===== config.mk =====
export PLATFORM = sky130hd
export DESIGN_NAME = strobe_fifo
export DESIGN_NICKNAME = d
export VERILOG_FILES = /design/src/core/fifo_pkg.sv /design/src/core/strobe_if.sv /design/src/core/strobe_sync.sv /design/src/core/strobe_fifo.sv
export SDC_FILE = /design/constraint.sdc
export NUM_CORES = 1
export LEC_CHECK = 0
export BUFFER_PORTS_ARGS = -buffer_cell sky130_fd_sc_hd__buf_2
export CAP_MARGIN = 20
export CORE_ASPECT_RATIO = 1.1
export CORE_UTILIZATION = 60
export DETAILED_ROUTE_END_ITERATION = 6
export PLACE_DENSITY = 0.76
export SETUP_SLACK_MARGIN = 0.2
export SLEW_MARGIN = 20
export SYNTH_ARGS = -nofsm -noshare
export SYNTH_HDL_FRONTEND = slang
export SYNTH_SLANG_ARGS = --single-unit

===== constraint.sdc =====
create_clock -name core_clk -period 5.3 [get_ports core_clk]
set_clock_uncertainty 0.05 [all_clocks]
set_input_delay 0.265 -clock core_clk [delete_from_list [all_inputs] [get_ports core_clk]]
set_output_delay 0.265 -clock core_clk [all_outputs]
set_load 0.1 [all_outputs]

===== src/core/fifo_pkg.sv =====
package fifo_pkg;

    localparam int DEPTH_WORDS = 64;
    localparam int WORD_BITS   = 8;
    localparam int PTR_BITS    = 6;

    // Input synchroniser length for pins outside the clock domain.
    localparam int SYNC_STAGES = 3;

    // Flag levels after reset: empty asserted (low), full deasserted (high).
    localparam logic RST_EMPTY_N = 1'b0;
    localparam logic RST_FULL_N  = 1'b1;

    // Pointer and count reset values.
    localparam logic [PTR_BITS-1:0] RST_PTR   = 6'h00;
    localparam logic [PTR_BITS:0]   RST_COUNT = 7'h00;

    typedef enum logic [1:0] {
        OCC_EMPTY = 2'b00,
        OCC_PART  = 2'b01,
        OCC_FULL  = 2'b10
    } occ_state_t;

endpackage : fifo_pkg


===== src/core/strobe_if.sv =====
`timescale 1ns/1ps
interface strobe_if;
    logic rise;
    modport src (output rise);
    modport dst (input  rise);
endinterface : strobe_if


===== src/core/strobe_sync.sv =====
`timescale 1ns/1ps
module strobe_sync
    import fifo_pkg::*;
(
    // Clock and reset
    input  wire logic core_clk,
    input  wire logic reset_n,
    input  wire logic clk_en,
    // Pin and detected edge
    input  wire logic pin_in,
    strobe_if.src     edge_out
);

    logic [SYNC_STAGES-1:0] sync_r;
    logic [SYNC_STAGES-1:0] sync_nxt;
    logic                   level_r;
    logic                   level_nxt;

    // A change counts only once the second and third stages agree.
    always_comb begin
        sync_nxt  = sync_r;
        level_nxt = level_r;
        if (clk_en) begin
            sync_nxt = {sync_r[SYNC_STAGES-2:0], pin_in};
            if (sync_r[1] == sync_r[2]) begin
                level_nxt = sync_r[2];
            end
        end
    end

    always_ff @(posedge core_clk or negedge reset_n) begin
        if (!reset_n) begin
            sync_r  <= '0;
            level_r <= 1'b0;
        end else begin
            sync_r  <= sync_nxt;
            level_r <= level_nxt;
        end
    end

    // One-cycle pulse on an agreed low-to-high change.
    assign edge_out.rise = clk_en && (sync_r[1] == sync_r[2]) && sync_r[2] && !level_r;

endmodule : strobe_sync


===== src/core/strobe_fifo.sv =====
`timescale 1ns/1ps
// Function
// - Holds up to 64 bytes in first-in first-out order.
// - Each rising load strobe stores the input byte.
// - Each rising unload strobe removes the oldest byte and advances.
// - Full when loads taken exceed unloads taken by 64.
// - Load edges while full are ignored; contents stay unchanged.
// - Unload edges while empty change neither pointers nor flags.
// - Full flag low while 64 words held, else high.
// - Empty flag low while no words held, else high.
// - Reset low clears pointers, empty flag low, full flag high.
// - Reset leaves data outputs undefined until a word falls through.
// - First load after empty raises empty flag and shows word at once.
// - Outputs noninverting; high impedance while output enable low.
// - Output enable affects only data outputs, never the flags.
module strobe_fifo
    import fifo_pkg::*;
#(
    parameter int DEPTH = DEPTH_WORDS,
    parameter int WIDTH = WORD_BITS
) (
    // Clock and reset
    input  wire logic             core_clk,
    input  wire logic             reset_n,
    input  wire logic             clk_en,
    // Write side
    input  wire logic             load_strobe,
    input  wire logic [WIDTH-1:0] data_in,
    // Read side
    input  wire logic             unload_strobe,
    input  wire logic             out_enable,
    output logic      [WIDTH-1:0] data_out,
    output logic      [WIDTH-1:0] data_out_en,
    // Status
    output logic                  full_n,
    output logic                  empty_n
);

    localparam int PW = $clog2(DEPTH);

    // Data pins pass the same three stages as the strobe, so the byte that
    // is captured is the one that stood while the strobe rose.
    logic [WIDTH-1:0] din_s1_r;
    logic [WIDTH-1:0] din_s2_r;
    logic [WIDTH-1:0] din_s3_r;
    logic [WIDTH-1:0] din_s1_nxt;
    logic [WIDTH-1:0] din_s2_nxt;
    logic [WIDTH-1:0] din_s3_nxt;
    logic [2:0]       oe_sync_r;
    logic [2:0]       oe_sync_nxt;
    logic             oe_lvl_r;
    logic             oe_lvl_nxt;

    strobe_if load_evt ();
    strobe_if unload_evt ();

    strobe_sync u_load_sync (
        .core_clk (core_clk),
        .reset_n  (reset_n),
        .clk_en   (clk_en),
        .pin_in   (load_strobe),
        .edge_out (load_evt)
    );

    strobe_sync u_unload_sync (
        .core_clk (core_clk),
        .reset_n  (reset_n),
        .clk_en   (clk_en),
        .pin_in   (unload_strobe),
        .edge_out (unload_evt)
    );

    always_comb begin
        din_s1_nxt  = din_s1_r;
        din_s2_nxt  = din_s2_r;
        din_s3_nxt  = din_s3_r;
        oe_sync_nxt = oe_sync_r;
        oe_lvl_nxt  = oe_lvl_r;
        if (clk_en) begin
            din_s1_nxt  = data_in;
            din_s2_nxt  = din_s1_r;
            din_s3_nxt  = din_s2_r;
            oe_sync_nxt = {oe_sync_r[1:0], out_enable};
            if (oe_sync_r[1] == oe_sync_r[2]) begin
                oe_lvl_nxt = oe_sync_r[2];
            end
        end
    end

    always_ff @(posedge core_clk or negedge reset_n) begin
        if (!reset_n) begin
            din_s1_r  <= '0;
            din_s2_r  <= '0;
            din_s3_r  <= '0;
            oe_sync_r <= 3'h0;
            oe_lvl_r  <= 1'b0;
        end else begin
            din_s1_r  <= din_s1_nxt;
            din_s2_r  <= din_s2_nxt;
            din_s3_r  <= din_s3_nxt;
            oe_sync_r <= oe_sync_nxt;
            oe_lvl_r  <= oe_lvl_nxt;
        end
    end

    // Storage and occupancy.
    logic [WIDTH-1:0] mem_r [DEPTH];
    logic [WIDTH-1:0] mem_nxt [DEPTH];
    logic [PW-1:0]    wr_ptr_r;
    logic [PW-1:0]    wr_ptr_nxt;
    logic [PW-1:0]    rd_ptr_r;
    logic [PW-1:0]    rd_ptr_nxt;
    logic [PW:0]      count_r;
    logic [PW:0]      count_nxt;
    occ_state_t       occ_r;
    occ_state_t       occ_nxt;
    logic             do_load;
    logic             do_unload;
    logic             full_n_r;
    logic             full_n_nxt;
    logic             empty_n_r;
    logic             empty_n_nxt;
    logic [WIDTH-1:0] dout_r;
    logic [WIDTH-1:0] dout_nxt;
    logic [WIDTH-1:0] doe_r;
    logic [WIDTH-1:0] doe_nxt;

    function automatic logic [PW-1:0] ptr_inc(input logic [PW-1:0] p);
        ptr_inc = (p == PW'(DEPTH - 1)) ? '0 : PW'(p + 1'b1);
    endfunction : ptr_inc

    function automatic occ_state_t occ_of(input logic [PW:0] c);
        if (c == '0) begin
            occ_of = OCC_EMPTY;
        end else if (c == (PW+1)'(DEPTH)) begin
            occ_of = OCC_FULL;
        end else begin
            occ_of = OCC_PART;
        end
    endfunction : occ_of

    assign do_load   = load_evt.rise && (occ_r != OCC_FULL);
    assign do_unload = unload_evt.rise && (occ_r != OCC_EMPTY);

    always_comb begin
        wr_ptr_nxt = wr_ptr_r;
        rd_ptr_nxt = rd_ptr_r;
        count_nxt  = count_r;
        for (int i = 0; i < DEPTH; i++) begin
            mem_nxt[i] = mem_r[i];
        end
        if (do_load) begin
            mem_nxt[wr_ptr_r] = din_s3_r;
            wr_ptr_nxt        = ptr_inc(wr_ptr_r);
        end
        if (do_unload) begin
            rd_ptr_nxt = ptr_inc(rd_ptr_r);
        end
        case ({do_load, do_unload})
            2'b10:   count_nxt = (PW+1)'(count_r + 1'b1);
            2'b01:   count_nxt = (PW+1)'(count_r - 1'b1);
            default: count_nxt = count_r;
        endcase
        occ_nxt = occ_of(count_nxt);
    end

    // Flags follow occupancy only; the output enable never enters here.
    always_comb begin
        full_n_nxt  = 1'b1;
        empty_n_nxt = 1'b1;
        case (occ_nxt)
            OCC_EMPTY: empty_n_nxt = 1'b0;
            OCC_FULL:  full_n_nxt  = 1'b0;
            OCC_PART:  full_n_nxt  = 1'b1;
            default:   full_n_nxt  = 1'b1;
        endcase
    end

    // The head word is shown without an unload: on a load into an empty
    // buffer the new byte falls straight through to the outputs.
    always_comb begin
        dout_nxt = dout_r;
        if (do_load && (occ_r == OCC_EMPTY || (do_unload && count_r == (PW+1)'(1)))) begin
            dout_nxt = din_s3_r;
        end else if (do_unload && count_r > (PW+1)'(1)) begin
            dout_nxt = mem_r[ptr_inc(rd_ptr_r)];
        end
        doe_nxt = clk_en ? {WIDTH{oe_lvl_r}} : doe_r;
    end

    always_ff @(posedge core_clk or negedge reset_n) begin
        if (!reset_n) begin
            wr_ptr_r  <= RST_PTR;
            rd_ptr_r  <= RST_PTR;
            count_r   <= RST_COUNT;
            occ_r     <= OCC_EMPTY;
            full_n_r  <= RST_FULL_N;
            empty_n_r <= RST_EMPTY_N;
            doe_r     <= '0;
        end else begin
            wr_ptr_r  <= wr_ptr_nxt;
            rd_ptr_r  <= rd_ptr_nxt;
            count_r   <= count_nxt;
            occ_r     <= occ_nxt;
            full_n_r  <= full_n_nxt;
            empty_n_r <= empty_n_nxt;
            doe_r     <= doe_nxt;
        end
    end

    // Storage and the data register have no reset; contents after reset
    // are whatever was held, which costs no reset routing on the array.
    always_ff @(posedge core_clk) begin
        for (int i = 0; i < DEPTH; i++) begin
            mem_r[i] <= mem_nxt[i];
        end
        dout_r <= dout_nxt;
    end

    assign full_n      = full_n_r;
    assign empty_n     = empty_n_r;
    assign data_out    = dout_r;
    assign data_out_en = doe_r;

    full_flag_a: assert property (@(posedge core_clk) disable iff (!reset_n)
        (full_n == (count_r != (PW+1)'(DEPTH))))
        else $error("full flag disagrees with count");

    empty_flag_a: assert property (@(posedge core_clk) disable iff (!reset_n)
        (empty_n == (count_r != '0)))
        else $error("empty flag disagrees with count");

    full_hold_a: assert property (@(posedge core_clk) disable iff (!reset_n)
        (count_r == (PW+1)'(DEPTH) && !unload_evt.rise) |=> $stable(wr_ptr_r) && !full_n)
        else $error("load accepted while full");

    empty_hold_a: assert property (@(posedge core_clk) disable iff (!reset_n)
        (count_r == '0 && !load_evt.rise) |=> $stable(rd_ptr_r) && !empty_n)
        else $error("unload accepted while empty");

    fall_through_a: assert property (@(posedge core_clk) disable iff (!reset_n)
        (count_r == '0 && load_evt.rise) |=> empty_n && data_out == $past(din_s3_r))
        else $error("first word did not fall through");

    load_count_a: assert property (@(posedge core_clk) disable iff (!reset_n)
        (do_load && !do_unload) |=> count_r == $past(count_r) + 1'b1)
        else $error("load did not raise count");

    unload_last_a: assert property (@(posedge core_clk) disable iff (!reset_n)
        (count_r == (PW+1)'(1) && do_unload && !do_load) |=> !empty_n)
        else $error("empty flag not low after last unload");

    unload_full_a: assert property (@(posedge core_clk) disable iff (!reset_n)
        (count_r == (PW+1)'(DEPTH) && do_unload) |=> full_n)
        else $error("full flag not high after unload");

    out_enable_a: assert property (@(posedge core_clk) disable iff (!reset_n)
        (clk_en && oe_lvl_r == 1'b0) |=> data_out_en == '0)
        else $error("outputs driven while disabled");

    // Checked without the reset disable, since these hold during reset itself.
    reset_flags_a: assert property (@(posedge core_clk)
        !reset_n |-> full_n && !empty_n)
        else $error("flags not at reset levels during reset");

    reset_ptrs_a: assert property (@(posedge core_clk)
        !reset_n |-> wr_ptr_r == '0 && rd_ptr_r == '0 && count_r == '0)
        else $error("pointers not cleared during reset");

    count_limit_a: assert property (@(posedge core_clk) disable iff (!reset_n)
        count_r <= (PW+1)'(DEPTH))
        else $error("occupancy above depth");

    full_ptrs_a: assert property (@(posedge core_clk) disable iff (!reset_n)
        (count_r == (PW+1)'(DEPTH)) |-> wr_ptr_r == rd_ptr_r)
        else $error("full without pointers meeting");

    load_store_a: assert property (@(posedge core_clk) disable iff (!reset_n)
        do_load |=> mem_r[$past(wr_ptr_r)] == $past(din_s3_r))
        else $error("loaded byte not stored");

    unload_step_a: assert property (@(posedge core_clk) disable iff (!reset_n)
        do_unload |=> rd_ptr_r == ptr_inc($past(rd_ptr_r)))
        else $error("unload did not advance read side");

    full_keep_a: assert property (@(posedge core_clk) disable iff (!reset_n)
        (count_r == (PW+1)'(DEPTH) && load_evt.rise && !unload_evt.rise)
        |=> mem_r[$past(wr_ptr_r)] == $past(mem_r[wr_ptr_r]))
        else $error("stored word changed by load while full");

    empty_keep_a: assert property (@(posedge core_clk) disable iff (!reset_n)
        (count_r == '0 && unload_evt.rise && !load_evt.rise) |=> $stable(data_out) && $stable(full_n))
        else $error("unload while empty changed outputs");

    oe_flags_a: assert property (@(posedge core_clk) disable iff (!reset_n)
        ($changed(oe_lvl_r) && !load_evt.rise && !unload_evt.rise) |=> $stable(full_n) && $stable(empty_n))
        else $error("output enable moved a flag");

    oe_drive_a: assert property (@(posedge core_clk) disable iff (!reset_n)
        (clk_en && oe_lvl_r) |=> data_out_en == '1)
        else $error("outputs not driven while enabled");

    head_match_a: assert property (@(posedge core_clk) disable iff (!reset_n)
        (count_r != '0) |-> data_out == mem_r[rd_ptr_r])
        else $error("data output differs from oldest stored word");

endmodule : strobe_fifo


Word level (Yosys, flattened, before mapping)

Memories as Yosys holds them, arrays and structs flattened.
Index checks and enable logic that the tools add are counted.

Register bits after elaboration: 68
Logic and storage cells: 73
RAM bits: 512
Memories: 1

Magnitude comparators: 3
Bitwise operators: 1
Reduce and logical (&&, ||, !) cells: 23
Equal/unequal tests: 11
$add $sub $neg: 4
Mux-type cells: 13

Memory list:

| memory | depth | width | rd ports | clocked after Yosys merged registers in | write ports | line               | RTL |
|---|---|---|---|---|---|---|---|
| mem_r  | 64    | 8     | 65       | 0                                       | 64          | strobe_fifo.sv:107 | `logic [WIDTH-1:0] mem_r [DEPTH];` |

Operator list:

| operator                                                                      | number |
|---|---|
| 512-bit bitwise mux                                                           | 1 |
| 512-bit two-way mux                                                           | 1 |
| 8-bit demux with 6-bit select                                                 | 1 |
| 8-bit two-way mux                                                             | 3 |
| 7-bit case mux with 2 select lines                                            | 1 |
| 6-bit by 1-bit adder with 6-bit output (second input constant)                | 2 |
| 6-bit == test (second input constant)                                         | 2 |
| 1-bit logical AND                                                             | 12 |
| 6-bit two-way mux                                                             | 2 |
| 7-bit by 1-bit adder with 7-bit output (second input constant)                | 1 |
| 7-bit by 1-bit == test with 1-bit output (second input constant)              | 1 |
| 7-bit == test (second input constant)                                         | 1 |
| 7-bit >= comparator (second input constant)                                   | 1 |
| 7-bit by 1-bit > comparator with 1-bit output (second input constant)         | 1 |
| 7-bit logical NOT                                                             | 1 |
| 7-bit by 1-bit less-than comparator with 1-bit output (second input constant) | 1 |
| 6-bit NOT with 7-bit output                                                   | 1 |
| 7-bit by 1-bit subtractor with 7-bit output (second input constant)           | 1 |
| 2-bit AND reduction                                                           | 3 |
| 2-bit == test (second input constant)                                         | 2 |
| 2-bit logical NOT                                                             | 2 |
| 2-bit two-way mux                                                             | 2 |
| 2-bit nonzero test                                                            | 2 |
| 1-bit == test                                                                 | 3 |
| other kinds (5)                                                               | 7 |

Longest topological paths before layout

Depth in word-level cells: 12
Depth in mapped cells: 14

Hierarchy

Synthesis repeated with hierarchy kept, for this count alone.

Cells, all modules: 1618
Area total of the unflattened synthesis: 23269.8 µm²

By module, submodules not included:

| module      | cells each | area an instance (µm²) | seq. area each (µm²) | instances |
|---|---|---|---|---|
| strobe_fifo | 1596       | 22934.5                | 16917.5              | 1 |
| strobe_sync | 11         | 167.7                  | 100.1                | 2 |

Least setup slack after synthesis

OpenSTA, ideal clock, no wires.

Path kind: register -> register
Start point: register u_unload_sync.level_r
End point: register occ_r[1]
Buffers on the path: 2
Library setup time: 0.072 ns
Slack: 2.533 ns
Arrival time: 2.645 ns
Stages on the path, launching flop included: 12
Path through: dfrtp_1 nand2b_1 or3_1 clkbuf_1 inv_1 ha_1 clkbuf_1 a221o_1 a22o_1 nor4_1 inv_1 nor2_1

Longest elaborated chain between the ends: 8

RTL lines:

| item                                                                      | line               | RTL |
|---|---|---|
| start: declaration                                                        | strobe_sync.sv:16  | `logic level_r;` |
| start signal: assignment                                                  | strobe_sync.sv:37  | `level_r <= level_nxt;` |
| 1-bit logical NOT (*)                                                     | strobe_sync.sv:42  | `assign edge_out.rise = clk_en && (sync_r[1] == sync_r[2]) && sync_r[2] && !level_r;` |
| 1-bit logical AND (*)                                                     | strobe_sync.sv:42  |  |
| 1-bit logical AND (*)                                                     | strobe_fifo.sv:143 | `assign do_unload = unload_evt.rise && (occ_r != OCC_EMPTY);` |
| net do_unload                                                             | strobe_fifo.sv:118 | `logic do_unload;` |
| 2-bit by 1-bit == test with 1-bit output or 2-bit == test (tied branches) | strobe_fifo.sv:159 | `case ({do_load, do_unload})` |
| 7-bit case mux with 2 select lines (*)                                    | strobe_fifo.sv:159 |  |
| net count_nxt[5]                                                          | strobe_fifo.sv:114 | `logic [PW:0] count_nxt;` |
| 7-bit == test                                                             | strobe_fifo.sv:135 | `end else if (c == (PW+1)'(DEPTH)) begin` |
| 2-bit two-way mux                                                         | strobe_fifo.sv:135 |  |
| 2-bit two-way mux (*)                                                     | strobe_fifo.sv:133 | `if (c == '0) begin` |
| net occ_nxt[1]                                                            | strobe_fifo.sv:116 | `occ_state_t occ_nxt;` |
| end signal: assignment                                                    | strobe_fifo.sv:204 | `occ_r <= occ_nxt;` |
| end: declaration                                                          | strobe_fifo.sv:115 | `occ_state_t occ_r;` |

The timed path passes the listed nets; every way through them passes the cells marked *.
A chain may end at the register's enable or synchronous reset.

Final worst setup path

Start point: register rd_ptr_r[1]
End point: register dout_r[6] (netlist: data_out[6]) (data pin)

Longest elaborated chain between the ends: 5

RTL lines:

| item                                                                    | line               | RTL |
|---|---|---|
| start: declaration                                                      | strobe_fifo.sv:111 | `logic [PW-1:0] rd_ptr_r;` |
| start signal: assignment                                                | strobe_fifo.sv:202 | `rd_ptr_r <= rd_ptr_nxt;` |
| 6-bit by 1-bit adder with 6-bit output or 6-bit == test (tied branches) | strobe_fifo.sv:129 | `ptr_inc = (p == PW'(DEPTH - 1)) ? '0 : PW'(p + 1'b1);` |
| 6-bit two-way mux (*)                                                   | strobe_fifo.sv:129 |  |
| memory read 64 x 8 bit (*)                                              | --                 |  |
| 8-bit two-way mux (*)                                                   | strobe_fifo.sv:185 | `end else if (do_unload && count_r > (PW+1)'(1)) begin` |
| 8-bit two-way mux (*)                                                   | strobe_fifo.sv:183 | `if (do_load && (occ_r == OCC_EMPTY \|\| (do_unload && count_r == (PW+1)'(1)))) begin` |
| net dout_nxt[6]                                                         | strobe_fifo.sv:124 | `logic [WIDTH-1:0] dout_nxt;` |
| end signal: assignment                                                  | strobe_fifo.sv:217 | `dout_r <= dout_nxt;` |
| end: declaration                                                        | strobe_fifo.sv:123 | `logic [WIDTH-1:0] dout_r;` |

The timed path passes the listed nets; every way through them passes the cells marked *. The select of a mux whose other input is x is not followed.

==> summary.txt <==
Status: finished with violations
Failing checks: DRC
Largest family of logic cells by synthesized area: simple AND/OR/NAND/NOR gates
Largest net degree at the start of global routing: 116
Static Leak: 0.00864 uW
CP Max Fanout: 74
CTS Root Cell: clkbuf_16
EDFF count, synth: 520
Num rows: 75
Detail-routed net length per standard cell: 26.0 microns
Synth Area in Simple Gates: 0.115
Reg2Reg Depth: 9
Top FF cell, synth: edfxtp_1
Number of I/O pins: 32
Hold Path Class: in2async
Gpl congestion: 0.928
Max incr delay on CP: 830 ps
Final core utilization: 0.674
Compound-gate portion of the synthesized area: 0.0811
Combinational share of power: 0.200
Xor/xnor share of the synthesized area: 0.00442
Internal power: 8090 uW
CTS H-tree lvls: 2
DRT antenna net count: 0
Synth top area share: 0.665
Starting density of the core: 0.612
Min cycle time layout: 4170 ps
DRT Wirelength: 59.4 mm
Final HPWL from detailed placement: 36.4 mm
Area of the multi-input gates: 5700 sq um
Sink Count: 580
Worst Path Required: 5600 ps
Most common cell after layout, fill and taps aside: edfxtp_1
DR vias: 14838
Synthesis Warnings: 0
Clock network power share: 0.331
Synthesis-to-layout area growth: 10.1%
Post-synth net total: 1743
GRT Overall Usage: 0.304
Cts hold-fix bufs: 13
Drt first-iter violations: 2100
Final worst slack: 1130 ps
Overall power: 11600 uW
Period utilisation layout: 0.786
Met2 usage: 0.489
Worst Setup End Kind: flop
Avg Cell Area, Syn: 13.6 sq um
Antenna violations before repair: 0
Final #Nets: 1763
Fin. max-slew vios: 0
Syn Inst Count: 1722
Final hold slack: 312 ps
R2R setup slack: 1130 ps
First-pass GRT wire length: 88.7 mm
M1 GR Usage: 0.402
CTS Buf Count: 55
Slew @ Worst Pin: 1050 ps
Post-CTS repair timing setup buffer count: 0
NetSw: 3490 uW
Fillers: 2589
PwrDens: 448 nW/um^2
Slowest cell on crit path: a21o_4
Max-cap viol count: 0
Total core area: 38400 sq um
CTS tree: yes
FF+latch count, synth: 580
Die Wd: 191 microns
Reg clk slew, reported paths: 70 ps
FMAX: 240 MHz
Switching Fraction: 0.302
RSZ-0062 raised after global routing: false
Most frequent cells in the layout: edfxtp_1, nand2_1, nand3_1, nor2_1, a21oi_1
Drt drc: 2
Critical Path Source Type: flop
Final Hold Fails: 0
Multiplexer share of the synthesized area: 0.0371
Async set-reset flop share out of synthesis: 0.103
Setup Viol. Count Final: 0
Cell Area, Synth: 23500 sq um
Vias in the first global route: 14397
GRT overflow: 0
Met3 Use GR: 0.0564
Worst vdd ir: 0.000298 V
Worst reg2reg path endpoint: data_out[6]
Max clock buf depth: 3
Slew headroom: 0.296
Die Y: 210 microns
Yosys cell types: 66
Cell taking the most area after synthesis: edfxtp_1
Reg2reg start: rd_ptr_r[1]
Port-buffer cells: 31
Post-synthesis adder-cell area fraction: 0.00373
Setup WS pre-CTS: 1300 ps
Avg Vias per Cell: 6.49
Synth top area cells: edfxtp_1, dfrtp_1, nand2_1
Share of layout cells above drive strength 1: 0.107
Setup_tns: 0 ps
Post_cts resized: 0
Worst skew pair latency: 610 ps
TritonRoute pass-1 iters: 7
Register area: 17100 sq um
Worst Setup Path Type: reg2reg
Sequential Power Share: 0.469
Post-synthesis sequential area ratio: 0.728
GR peak layer: met2
Die ar.: 40000 sq um
Critical-path cell list: ha_1, and4_1, a21o_4, buf_4, mux2i_1, a32oi_1, and3_1, a311oi_1, o211ai_1
Worst endpoint data arrival time: 4470 ps
==> area by class of cell <==
type,instances,area share
flip-flops and latches,580,0.662
multi-input cells,1001,0.220
clock buffers,69,0.0569
well taps,500,0.0242
repair buffers,78,0.0224
clock inverters,30,0.0101
inverters,26,0.00377
diodes,1,0.0000968
==> synthesized netlist by cell type (all sizes together) (3+ instances only) <==
| cell | instances |
|---|---|
| a311oi | 4 |
| inv | 25 |
| a22oi | 22 |
| or3 | 8 |
| mux2i | 51 |
| dfrtp | 59 |
| ha | 7 |
| nor2 | 88 |
| nand4 | 14 |
| xor2 | 4 |
| xnor2 | 7 |
| edfxtp | 520 |
| a32o | 5 |
| nand2 | 360 |
| nor2b | 8 |
| clkbuf | 45 |
| o22ai | 8 |
| a32oi | 28 |
| or4 | 3 |
| nor4 | 4 |
| nor3 | 3 |
| a221oi | 11 |
| and3 | 19 |
| mux2 | 32 |
| nand3 | 89 |
| o311ai | 4 |
| o21ai | 29 |
| a22o | 3 |
| and4b | 3 |
| a21o | 4 |
| a31oi | 44 |
| o211ai | 3 |
| buf | 70 |
| a211oi | 28 |
| and2 | 6 |
| nand2b | 3 |
| o221ai | 4 |
| a21oi | 63 |
| nand3b | 6 |
| o31ai | 7 |
==> layer usage <==
| metal | routed length (microns) | vias to the layer above |
|---|---|---|
| met2 | 28500 | 837 |
| met4 | 3100 | 0 |
| met5 | 0 | - |
| met1 | 22200 | 7334 |
| met3 | 5550 | 202 |
| li1 | - | 6465 |
==> worst max-delay path: cells and delay by family (launching register included) <==
family	cells	cell delay, ps
fa+ha+maj	1	280
buf+inv	1	500
mux	1	260
flops	1	390
compound gates	4	1470
simple gates	2	910
==> cell families (layout without fill, tap and decap cells) <==
group | count (synthesis) | in the layout
fa+ha+maj | 7 | 7
mux | 83 | 83
buf+inv | 141 | 203
compound gates | 278 | 278
other cells | 0 | 1
flops | 580 | 580
xor+xnor | 11 | 11
simple gates | 622 | 622
==> worst max-delay path by stage <==
stage	from	to	slack, ps	cells after the start
final	rd_ptr_r[1]	data_out[6]	1130	9
after global routing	rd_ptr_r[1]	data_out[3]	880	9
after floorplan	u_unload_sync.level_r	occ_r[1]	2530	11
after global placement	rd_ptr_r[1]	data_out[3]	1370	9
after CTS	rd_ptr_r[1]	data_out[3]	1210	9
after detailed placement	rd_ptr_r[1]	data_out[3]	1300	9
==> stage by stage <==
stage	cell area, sq um	cells
3_3_place_gp	24000	2172
5_1_grt	25900	2284
6_report	25900	2285
4_1_cts	25900	2284
2_1_floorplan	23500	1722
3_5_place_dp	24000	2172
==> power by group through the flow <==
stage	sequential [uW]	clock, uW	combinational (uW)
4_1_cts	5420	3850	2280
3_3_place_gp	5510	0	2220
2_1_floorplan	5600	0	1550
6_report	5430	3840	2320
5_1_grt	5440	4010	2460
3_5_place_dp	5520	0	2260
==> registers in the layout, summed over array words and instances, names as in the netlist, 6 cells and up <==
register	cells
wr_ptr_r	6
din_s3_r	8
data_out	8
din_s2_r	8
din_s1_r	8
count_r	7
rd_ptr_r	6
mem_r	512
Power figures use the tool's default switching activity.
